$ cat src/core/xfer_dec_cfg.svh
// constants for the transfer instruction decoder
// assumes inclusion by the decoder package and module only
`ifndef XFER_DEC_CFG_SVH
`define XFER_DEC_CFG_SVH
`define IW_W        16
`define FMT_BIT     15
`define SRC_LSB     0
`define SRC_MSB     7
`define DST_LSB     8
`define DST_MSB     14
`define MOD_W       4
`define SRC_IDX_W   4
`define DST_SUB_W   3
`define PFX_W       5
`define DST_IDX_W   8
`define ACC_N       16
`define STK_N       16
`define DP_N        3
`define SP_W        4
`define SP_RST      4'hF
`define PFX_MOD     4'hB
`define PFX_SUB     3'h0
`define SP_MOD      4'hD
`define SP_SUB      3'h1
`endif

$ cat src/core/xfer_dec_pkg.sv
// types for the transfer instruction decoder
// assumes the cfg header is on the include path
`include "xfer_dec_cfg.svh"
package xfer_dec_pkg;
  typedef struct packed {
    logic                  is_imm;
    logic [`SRC_MSB:0]     imm;
    logic [`MOD_W-1:0]     src_mod;
    logic [`SRC_IDX_W-1:0] src_idx;
    logic [`MOD_W-1:0]     dst_mod;
    logic [`DST_IDX_W-1:0] dst_idx;
  } xfer_dec_t;
  typedef enum logic [1:0] {STK_NONE, STK_PUSH, STK_POP} stk_op_t;
  typedef enum logic [1:0] {DP_HOLD, DP_INC, DP_DEC} dp_step_t;
endpackage

$ cat src/core/transfer_instruction_decoder.sv
// transfer instruction decoder with prefix, stack pointer and data pointers
// assumes program memory presents one word per cycle and peripherals
// act on the decoded move in the same cycle; push and pop are never
// raised together by the caller, and a prefix word is always followed
// by the move that it extends; stack words come in on the accumulator
// write data bus
//
// Contract
// - only fixed 16-bit instruction words accepted
// - bit 15 picks literal or register source
// - bits 0..7 form the source operand
// - source low nibble module, high nibble index
// - bits 8..14 give destination module and subindex
// - upper 248 destinations need prefix bits
// - prefix write costs exactly one cycle
// - fetch and execute in one cycle
// - sixteen accumulators and sixteen-deep stack
// - three auto-stepping data pointers
// - register moves trigger side-effect operations
// - stack pointer resets 0Fh, push pre-increments
`timescale 1ns/1ps
`default_nettype none
`include "xfer_dec_cfg.svh"
module transfer_instruction_decoder
  import xfer_dec_pkg::*;
#(
  parameter int ACC_NUM = `ACC_N,
  parameter int STK_NUM = `STK_N,
  parameter int DP_NUM  = `DP_N
)(
  input  wire logic                   sys_clk_in,
  input  wire logic                   rst_in,
  input  wire logic [`IW_W-1:0]       instr_in,
  input  wire logic                   instr_valid_in,
  input  wire logic                   stk_push_in,
  input  wire logic                   stk_pop_in,
  input  wire dp_step_t [DP_NUM-1:0]  dp_step_in,
  input  wire logic [`IW_W-1:0]       acc_wdata_in,
  output var  xfer_dec_t              dec_out,
  output logic                        dec_valid_out,
  output logic                        side_effect_out,
  output logic [`SP_W-1:0]            stack_pointer_out,
  output logic [`PFX_W-1:0]           pfx_out,
  output logic [DP_NUM-1:0][`IW_W-1:0] dp_out,
  output logic [`IW_W-1:0]            acc_sel_out,
  output logic [`IW_W-1:0]            stk_top_out
);
  // =========================================================
  // decode
  // =========================================================
  logic [`PFX_W-1:0]           destination_prefix_register_r;
  logic [`PFX_W-1:0]           destination_prefix_register_nxt;
  logic [`SP_W-1:0]            stack_pointer_r;
  logic [`SP_W-1:0]            stack_pointer_nxt;
  logic [DP_NUM-1:0][`IW_W-1:0] dp_r;
  logic [DP_NUM-1:0][`IW_W-1:0] dp_nxt;
  logic [ACC_NUM-1:0][`IW_W-1:0] acc_r;
  logic [ACC_NUM-1:0][`IW_W-1:0] acc_nxt;
  xfer_dec_t                   dec_nxt;
  xfer_dec_t                   dec_r;
  logic                        valid_r;
  logic                        pfx_wr;
  logic                        se_r;
  // control strobes decoded from the current word
  logic                        valid_nxt;
  logic                        sp_load;
  logic [`DST_SUB_W-1:0]       dst_sub;
  // return stack storage and its push slot
  logic [`SP_W-1:0]            stk_wr_ptr;
  logic [STK_NUM-1:0][`IW_W-1:0] stk_r;
  logic [STK_NUM-1:0][`IW_W-1:0] stk_nxt;

  // =========================================================
  // field decode
  // =========================================================
  // word layout: [15] format, [14:12] destination subindex,
  // [11:8] destination module, [7:4] source index, [3:0] source module
  assign dst_sub = instr_in[`DST_MSB:`DST_LSB+`MOD_W];

  // field split; all in the fetch cycle, no pipeline
  always_comb
  begin
    dec_nxt         = '0;
    dec_nxt.is_imm  = ~instr_in[`FMT_BIT];
    dec_nxt.imm     = instr_in[`SRC_MSB:`SRC_LSB];
    dec_nxt.src_mod = instr_in[`SRC_LSB+`MOD_W-1:`SRC_LSB];
    dec_nxt.src_idx = instr_in[`SRC_MSB:`SRC_LSB+`MOD_W];
    dec_nxt.dst_mod = instr_in[`DST_LSB+`MOD_W-1:`DST_LSB];
    // prefix bits stack above the three-bit subindex
    dec_nxt.dst_idx = {destination_prefix_register_r,
                       dst_sub};
  end

  // a prefix load is itself a move, hence its single extra cycle
  assign pfx_wr = instr_valid_in &&
                  dec_nxt.dst_mod == `PFX_MOD &&
                  dst_sub == `PFX_SUB;

  // stack pointer load through its own register address
  assign sp_load = instr_valid_in && !pfx_wr &&
                   dec_nxt.dst_mod == `SP_MOD &&
                   dst_sub == `SP_SUB;

  // prefix loads are swallowed here; downstream sees no move for them
  assign valid_nxt = instr_valid_in && !pfx_wr;

  // =========================================================
  // prefix register
  // =========================================================
  always_comb
  begin
    destination_prefix_register_nxt = destination_prefix_register_r;
    if (pfx_wr)
      destination_prefix_register_nxt =
        instr_in[`SRC_LSB+`PFX_W-1:`SRC_LSB];
    else if (instr_valid_in)
      destination_prefix_register_nxt = '0;
  end

  // =========================================================
  // stack pointer and data pointers
  // =========================================================
  always_comb
  begin
    stack_pointer_nxt = stack_pointer_r;
    // push wins if both arrive; caller must not issue both
    if (stk_push_in)
      stack_pointer_nxt = stack_pointer_r + `SP_W'(1);
    else if (stk_pop_in)
      stack_pointer_nxt = stack_pointer_r - `SP_W'(1);
    // a direct load beats any push or pop in the same cycle
    if (sp_load)
      stack_pointer_nxt = instr_in[`SP_W-1:0];
  end

  genvar g;
  generate
    for (g = 0; g < DP_NUM; g++)
    begin : g_dp
      // step after the access, no extra instruction needed
      // pointers wrap silently at either end of the word range
      always_comb
      begin
        dp_nxt[g] = dp_r[g];
        unique case (dp_step_in[g])
          DP_INC:  dp_nxt[g] = dp_r[g] + `IW_W'(1);
          DP_DEC:  dp_nxt[g] = dp_r[g] - `IW_W'(1);
          DP_HOLD: dp_nxt[g] = dp_r[g];
          default: dp_nxt[g] = dp_r[g];
        endcase
      end
    end
  endgenerate

  // =========================================================
  // return stack
  // =========================================================
  // push stores at the pre-incremented slot; a pop only moves the
  // pointer, since the word on top already shows on stk_top_out
  assign stk_wr_ptr = stack_pointer_r + `SP_W'(1);

  // no overflow guard: a push past the last slot wraps onto the oldest
  always_comb
  begin
    stk_nxt = stk_r;
    if (stk_push_in)
      stk_nxt[stk_wr_ptr] = acc_wdata_in;
  end

  // =========================================================
  // accumulators
  // =========================================================
  // accumulator file, written by a move into module 0, index 0..F
  // only index bits [3:0] reach the file; higher prefix bits alias
  always_comb
  begin
    acc_nxt = acc_r;
    if (instr_valid_in && !pfx_wr && dec_nxt.dst_mod == '0)
      acc_nxt[dec_nxt.dst_idx[`SP_W-1:0]] = acc_wdata_in;
  end

  // =========================================================
  // registers
  // =========================================================
  // every register loads on every edge; no enables anywhere
  always_ff @(posedge sys_clk_in or posedge rst_in)
  begin
    if (rst_in)
    begin
      destination_prefix_register_r <= '0;
      stack_pointer_r <= `SP_RST;
      dp_r    <= '0;
      acc_r   <= '0;
      stk_r   <= '0;
      dec_r   <= '0;
      valid_r <= 1'b0;
      se_r    <= 1'b0;
    end
    else
    begin
      destination_prefix_register_r <= destination_prefix_register_nxt;
      stack_pointer_r <= stack_pointer_nxt;
      dp_r    <= dp_nxt;
      acc_r   <= acc_nxt;
      stk_r   <= stk_nxt;
      dec_r   <= dec_nxt;
      valid_r <= valid_nxt;
      se_r    <= valid_nxt;
    end
  end

  // outputs straight from flops; the read muxes add no storage
  assign dec_out           = dec_r;
  assign dec_valid_out     = valid_r;
  assign side_effect_out   = se_r;
  assign stack_pointer_out = stack_pointer_r;
  assign pfx_out           = destination_prefix_register_r;
  assign dp_out            = dp_r;
  assign acc_sel_out       = acc_r[dec_r.src_idx];
  assign stk_top_out       = stk_r[stack_pointer_r];
endmodule
`default_nettype wire

$ cat config.mk
export PLATFORM = sky130hd
export DESIGN_NAME = transfer_instruction_decoder
export DESIGN_NICKNAME = d
export VERILOG_FILES = /design/src/core/xfer_dec_pkg.sv /design/src/core/transfer_instruction_decoder.sv
export VERILOG_INCLUDE_DIRS = /design/src /design/src/core
export SDC_FILE = /design/constraint.sdc
export NUM_CORES = 1
export LEC_CHECK = 0
export ABC_AREA = 1
export BUFFER_PORTS_ARGS = -buffer_cell sky130_fd_sc_hd__buf_2
export CAP_MARGIN = 20
export CORE_MARGIN = 3
export CORE_UTILIZATION = 47
export DETAILED_ROUTE_END_ITERATION = 12
export SLEW_MARGIN = 30
export SYNTH_ARGS = -nofsm -noshare
export SYNTH_HDL_FRONTEND = slang
export SYNTH_SLANG_ARGS = --single-unit
$ cat constraint.sdc
create_clock -name sys_clk_in -period 22.9 [get_ports sys_clk_in]
set_input_delay 2.29 -clock sys_clk_in [delete_from_list [all_inputs] [get_ports sys_clk_in]]
set_output_delay 2.29 -clock sys_clk_in [all_outputs]
set_load 0.005 [all_outputs]
# ---- Word level (Yosys, flattened, before mapping)
# Index checks and enable logic that the tools add are counted.
dict set report word_totals {
  register_bits 599
  out_inout_bits 120
  input_bits 43
}
dict set report classes {
  bitwise_logic 1
  addsub 8
  muxes 18
  reduce_logical 16
  eq_ne 9
  magnitude_cmp 6
}
# operator count
set ops {}
lappend ops {{$bwmux 256} 2}
lappend ops {{$bmux 16 s4} 2}
lappend ops {{$demux 16 s4} 2}
lappend ops {{$pmux 16 s2} 3}
lappend ops {{$mux 16} 4}
lappend ops {{$add 16x1->16 const B} 3}
lappend ops {{$sub 16x1->16 const B} 3}
lappend ops {{$lt 4x5->1 const B} 4}
lappend ops {{$mux 4} 3}
lappend ops {{$mux 5} 2}
lappend ops {{$eq 4x4->1 const B} 2}
lappend ops {{$ge 4x1->1 const B} 2}
lappend ops {{$logic_and 1x1->1} 8}
lappend ops {{$reduce_bool 2->1} 4}
lappend ops {{$eq 2x1->1 const B} 3}
lappend ops {{$eq 2x2->1 const B} 3}
lappend ops {{$add 4x1->4 const B} 1}
lappend ops {{$logic_not 4->1} 1}
lappend ops {{$sub 4x1->4 const B} 1}
lappend ops {{$eq 3x1->1 const B} 1}
lappend ops {{$logic_not 3->1} 1}
lappend ops {{$reduce_bool 3->1} 1}
lappend ops {{$logic_not 1->1} 1}
lappend ops {{$not 1->1} 1}

# ---- Logic depth before layout (Yosys ltp)
# Gate-level depths: netlist of the first run.
dict set report logic_depth {
  word_depth 8
  depth_mapped 18
  ltp_nobuf 17
}

# ---- Worst setup path before layout of the first run
# OpenSTA, ideal clock, no wires.
dict set report synth_timing {
  path_type {input port to flip-flop}
  start {input dp_step_in[4] in the netlist's numbering}
  end {register dp_r, in the netlist dp_out[40]}
  path_stages 17
  arrival_ns 4.055
  slack_ns 18.721
  path_buffers 2
  path_cell_list {inv_1 > ha_1 > buf_2 > inv_1 > clkbuf_1 > nand2_1 > nand2_1 > inv_1 > ha_1 > a21oi_1 > nor2_1 > nand2_1 > nand2_1 > nand2_1 > nand2_1 > a21oi_1 > a21oi_1}
}
dict set report synth_via {
  elab_chain_len 2
  word_cells_on_any_way 4
  classes_between {eq/ne (2); mux (1); reduce/logical (1)}
}
# element line
set synth_rtl {}
lappend synth_rtl {{start, declared} transfer_instruction_decoder.sv:37} ;# input wire dp_step_t [DP_NUM-1:0] dp_step_in,
lappend synth_rtl {{$eq 2x2->1 or $eq 2x1->1 (tied branches)} transfer_instruction_decoder.sv:145} ;# unique case (dp_step_in[g])
lappend synth_rtl {{$pmux 16 s2 or $reduce_bool 2->1 (tied branches)} --}
lappend synth_rtl {{end signal, assigned} transfer_instruction_decoder.sv:203} ;# dp_r <= dp_nxt;
lappend synth_rtl {{end, declared} transfer_instruction_decoder.sv:55} ;# logic [DP_NUM-1:0][`IW_W-1:0] dp_r;
# Several ways; a longest one is shown, not always the timed one.
# A chain may end at the register's enable or synchronous reset.

# ---- Worst setup path after layout of the first run
dict set report layout_timing {
  start {register dec_r, in the netlist dec_out[12]}
  end {output acc_sel_out[1]}
}
dict set report layout_via {
  elab_chain_len 2
}
# element line
set layout_rtl {}
lappend layout_rtl {{start, declared} transfer_instruction_decoder.sv:60} ;# xfer_dec_t dec_r;
lappend layout_rtl {{start signal, assigned} transfer_instruction_decoder.sv:206} ;# dec_r <= dec_nxt;
lappend layout_rtl {{$bmux 16 s4} transfer_instruction_decoder.sv:219} ;# assign acc_sel_out = acc_r[dec_r.src_idx];
lappend layout_rtl {{$mux 16 (not written as such)} transfer_instruction_decoder.sv:219}
lappend layout_rtl {{end, declared} transfer_instruction_decoder.sv:45} ;# output logic [`IW_W-1:0] acc_sel_out,
# Every way passes these cells. The select of a mux whose other input is x is not followed.

==> metrics.txt, run 1 <==
initial antenna violation count=1; startpoint class of the critical path=register; Worst IR Drop VDD=roughly 0.000065 V; drt wl/cell=18.5 um; clock latency on the worst-skew pair=about 600 ps; syn_area_per_cell=between 7 and 8 sq um; Final nets=around 3800; I/O pin count=about 160; fin area=around 33000 sq um; hold_buf cts=0; Yosys top cell area share=0.500; vias in the first global route=24000; Gates resized, CTS repair=0; Root Driver=clkbuf_16; GPL Wtd Cong=roughly 0.86; Final Hold Fails=0; area grow syn2layout=11.3%; post-route ant nets=0; fin. max-slew vios=0; Final min period=around 6300 ps; Via Count=around 25000; Worst Tran Pin Value=970 ps; Layout Skew=28.5 ps; DIE WIDTH=256 um; TritonCTS clock tree=yes; drt drc=0; endpoints failing setup=0; RSZ-0062 raised after global routing=false; layout cells sized above 1=0.0931; max cap viols=0; remaining global-route overflow=0; H-Tree Depth=3; sequential area share after synthesis=0.503; via/cell ratio=around 5.4; Setup crit end kind=output port; DP Area=30500 sq um; initial DRC count=2285; GRT Resource Usage Total=0.264; Reg clk slew, reported paths=around 60 ps; Slew headroom=0.351; synthesized net count=roughly 3800; yosys warns=0; FMAX=159 MHz; drt first pass iters=6; DRT Wirelength=about 86000 um; pwr dens=roughly 110 nW/um^2; first-pass GRT wire length=139000 um; CORE AREA=61800 sq um; n_diodes=0; Die H=approximately 260 um; initial core utilization=0.475; Site Rows=between 90 and 100; final setup TNS=0 ps; period utilization=0.275; largest area contributor in the netlist=dfrtp_1; outcome=finished, final reports clean; postcts setup bufs=0; CP Class=reg -> out; synthesized flop and latch total=about 590; post-DP HPWL=between 50000 and 60000 um; R2R setup slack=around 20000 ps; clock sinks=about 600; Post-Syn Area=between 20000 and 30000 sq um; PortBufs=between 150 and 200; Critical Path RT=slightly above 20000 ps; CTS max path bufs=3; count of cell types in the netlist=40; pin count of the biggest net entering global routing=about 140; Cells after Synth=around 3800; static leakage=approximately 17 nW; Crit Path Max Fanout=75; Hold Path Class=reg -> reg; TritonCTS Buffers=between 60 and 70; Die Area=roughly 66000 sq um; arrival time worst endpoint=4020 ps; Synth area leaders=dfrtp_1 (50%), nand2_1 (17%), o21ai_0 (9.1%)
-- worst max-delay path, cell delays in order, from the launching register on --
cell and delay (ps):
dfrtp_4 1030, buf_4 770, buf_4 660, a21oi_1 140
o21ai_0 100, o21ai_0 100, o211ai_1 280, nand2_1 120
buf_2 150
-- sequential cells by signal (all words and copies together) (netlist names) --
register / flops
dec_out: 21
dp_out: 48
pfx_out: 5
stack_pointer_out: 4
acc_r: 256
side_effect_out: 1
stk_r: 256
-- Yosys cell counts, drive strengths merged --
master and count:
o22ai 16, a22o 1, o211ai 81, nand3 132
buf 63, dfrtp 587, ha 15, o21bai 4
nor3 14, a31oi 3, o31ai 1, and2 6
clkinv 4, nor4 2, nand2 1354, nor2 258
inv 236, mux2i 65, dfstp 4, or2 6
o221ai 49, o21ai 554, xnor2 8, a21oi 97
xor2 15, nand3b 4, clkbuf 186, nand4 5
-- cells by family (layout without fill, tap and decap cells) --
logic type      Yosys count  after routing  synth area share
fa+ha+maj                15             15           0.00639
buf+inv                 489            555            0.0670
xor+xnor                 23             23           0.00685
flops                   591            591             0.503
compound gates          806            806             0.152
mux                      65             65            0.0221
simple gates           1781           1781             0.242
-- power breakdown --
group          switching [W]  internal, W
clock               0.000444     0.000631
sequential          0.000184      0.00131
combinational       0.000681     0.000382
-- path summary, 6_finish.rpt --
kind,start,end,depth (start not counted)
worst min register to register,pfx_out[3]$_DFFE_PP0P_,dec_out[6]$_DFF_PP0_,0
worst max-delay path,dec_out[12]$_DFF_PP0_,acc_sel_out[1],8
worst min-delay path,pfx_out[3]$_DFFE_PP0P_,dec_out[6]$_DFF_PP0_,0
worst max register to register,stack_pointer_out[0]$_DFFE_PP1P_,stk_r[183]$_DFFE_PP0P_,9
max in group asynchronous,rst_in,stk_r[112]$_DFFE_PP0P_,5
min in group asynchronous,rst_in,dec_out[10]$_DFF_PP0_,2
-- metrics by stage --
step	total power, W	util	hold slack, ps	setup WS (ps)	instances
6_report	0.00364	0.529	404	16590	4673
5_1_grt	0.00389	0.529	415	16370	4673
4_1_cts	0.00366	0.529	407	16610	4672
3_5_place_dp	0.00257	0.494	394	17250	4556
3_3_place_gp	0.00255	0.493	385	17290	4556
2_1_floorplan	0.00222	-	375	4080	3770
-- placed cells by master (no fill, tap or decap), types with 21 or more instances in the layout --
master        n
nor2_1      253
o221ai_1     49
nand3_1     132
inv_1       230
clkbuf_1     21
buf_4        32
nand2_1    1332
buf_2       162
o211ai_1     81
mux2i_1      65
a21oi_1      97
clkbuf_16    68
dfrtp_1     585
o21ai_0     537
nand2_2      21
-- area by class of cell --
type	count	area, sq um
multi-input combinational	2690	12700
clock buffer	100	1930
sequential	591	14800
clock inverter	16	228
timing repair buffer	199	1120
fill	5921	29100
tap	837	1050
inverter	240	912
-- routing by layer --
metal | part of all wire | track usage | wire [um] | vias up
met5 | 0.00015 | 0 | 13 | -
met4 | 0.024 | 0.0678 | 2090 | 2
met3 | 0.060 | 0.0392 | 5210 | 119
met2 | 0.45 | 0.409 | 38700 | 752
met1 | 0.47 | 0.389 | 40500 | 12200
li1 | - | - | - | 12300
No activity file was read; power rests on OpenSTA's default activity.
==> run 2: changes to the inputs <==
clock period = 6.6 ns   (was 22.9 ns; I/O delays follow)
==> metrics.txt, run 2 (synthesis results as in run 1) <==
Reg clk slew, reported paths=60 ps (about the same); Clock Power Share=0.301 (+0.005); Die H=256 um (unchanged); Sw Share=0.359 (-0.000918); R2R setup slack=3180 ps (-16350 ps); crit-path cells=buf_4, inv_2, buf_4, o21ai_0, o22ai_1, o211ai_1, nand2_1, buf_2; area grow syn2layout=11.6%; arrival time worst endpoint=3400 ps (-620 ps); area occupied by multi-input gates=12700 sq um (unchanged); Final min period=4060 ps; reg2reg end=stk_r[105]$_DFFE_PP0P_; post-DP HPWL=51900 um (-1.2%); Via Count=24900 (-1.5%); Final Hold Fails=0 (unchanged); initial core utilization=0.475 (unchanged); clock latency on the worst-skew pair=620 ps (about the same); r2r worst-path depth=9 (unchanged); largest stage delay on the critical path=940 ps (-90 ps); Fin Hold WS=38.0 ps (-366 ps); DRT Wirelength=83500 um (-3.4%); static leakage=16.6 nW (about the same); sequential share of power=0.415 (+0.003); Fill cells=5963 (+0.71%); Setup crit end kind=output port; Site Rows=91 (unchanged); remaining global-route overflow=0 (unchanged); worst path buffer plus inverter count=4 (+1); Worst path top cell family by delay=buffers and inverters; initial antenna violation count=1 (unchanged); Layout Skew=18.8 ps (-9.71 ps); Sequential Area=14800 sq um (unchanged); n_diodes=0 (unchanged); most frequent CP cell=buf_4; PortBufs=162 (unchanged); final setup TNS=0 ps (unchanged); initial DRC count=2209 (-3.3%); P_sw=0.00456 W (+250%); most common cell after layout, fill and taps aside=nand2_1; via/cell ratio=5.33 (-1.5%); CORE AREA=61800 sq um (unchanged); Root Driver=clkbuf_16; GPL Wtd Cong=0.854 (-0.49%); drt drc=0 (unchanged); layout cells sized above 1=0.0952 (+0.00214); Hold Path Class=in -> async; period utilization=0.615; first-pass GRT wire length=135000 um (-2.6%); Worst Tran Pin Value=971 ps (+0.917 ps); max cap viols=0 (unchanged); GRT Resource Usage Total=0.254 (-0.00931); most frequent cells in the layout=nand2_1 (1327), dfrtp_1 (585), o21ai_0 (537); Crit Path Max Fanout=68 (-9.3%); TritonCTS Buffers=68 (+1.5%); hold_buf cts=0 (unchanged); endpoints failing setup=0 (unchanged); Worst IR Drop VDD=0.000271 V (+320%); post-route ant nets=0 (unchanged); clock sinks=591 (unchanged); TritonCTS clock tree=yes; Gates resized, CTS repair=0 (unchanged); fin area=32800 sq um (+0.28%); RSZ-0062 raised after global routing=false; setup ws final=2540 ps (-14060 ps); pwr dens=387 nW/um^2 (+250%); worst-path cell with the longest stage delay=dfstp_2; postcts setup bufs=0 (unchanged); fin. max-slew vios=0 (unchanged); Tot Pwr=0.0127 W (+250%); Int Power=0.00813 W (+250%); CTS max path bufs=3 (unchanged); Critical Path RT=5940 ps (-14670 ps); combinational share of power=0.284 (-0.008); pin count of the biggest net entering global routing=152 (+9.4%); DP Area=30500 sq um (about the same); DIE WIDTH=256 um (unchanged); Die Area=65600 sq um (unchanged); Reg2Reg Launch Point=stack_pointer_out[1]$_DFFE_PP1P_; Slew headroom=0.349 (-0.00251); CP Class=reg -> out; vias in the first global route=23700 (-1.2%); drt first pass iters=6 (unchanged); outcome=finished, final reports clean; startpoint class of the critical path=register; pre-CTS WS=3090 ps (-14160 ps); I/O pin count=163 (unchanged); FMAX=around 250 MHz; H-Tree Depth=3 (unchanged); Final nets=3842 (-0.13%); drt wl/cell=17.9 um (-3.4%)
## run 2: worst max-delay path by stage
stage                                     start                     end  cells past startpoint
2_1_floorplan                            rst_in    acc_r[0]$_DFFE_PP0P_                      1
3_3_place_gp                      dp_step_in[4]  dp_out[44]$_DFFE_PP0P_                     17
3_5_place_dp   stack_pointer_out[1]$_DFFE_PP1P_  stk_r[217]$_DFFE_PP0P_                      8
4_1_cts        stack_pointer_out[0]$_DFFE_PP1P_          stk_top_out[7]                      7
5_1_grt        stack_pointer_out[1]$_DFFE_PP1P_          stk_top_out[3]                      8
6_report       stack_pointer_out[1]$_DFFE_PP1P_          stk_top_out[2]                      8
## run 2: final cells by class
cell class              count  area share
clock inverters            24     0.00954
inverters                 240      0.0277
well taps                 837      0.0319
repair buffers            193      0.0336
clock buffers              96      0.0597
multi-input cells        2690       0.386
flip-flops and latches    591       0.451
## run 2: power groups by stage
stage	registers, W	clock network (W)	logic, W
floorplan	0.00509	0	0.00260
global placement	0.00529	0	0.00355
detailed placement	0.00530	0	0.00362
CTS	0.00525	0.00391	0.00363
global route	0.00539	0.00405	0.00416
finish	0.00526	0.00383	0.00360
## run 2: through the flow
step / std cells / utilization
floorplan: 3770 / -
global placement: 4551 / 0.493
detailed placement: 4551 / 0.493
CTS: 4671 / 0.530
global route: 4671 / 0.531
finish: 4671 / 0.531
## run 2: layer usage
layer	up-vias	GRT usage	wire length, um
met5	-	0	13
met1	11900	0.371	39800
li1	12200	-	-
met3	110	0.0353	4080
met4	2	0.0615	1750
met2	638	0.403	37800
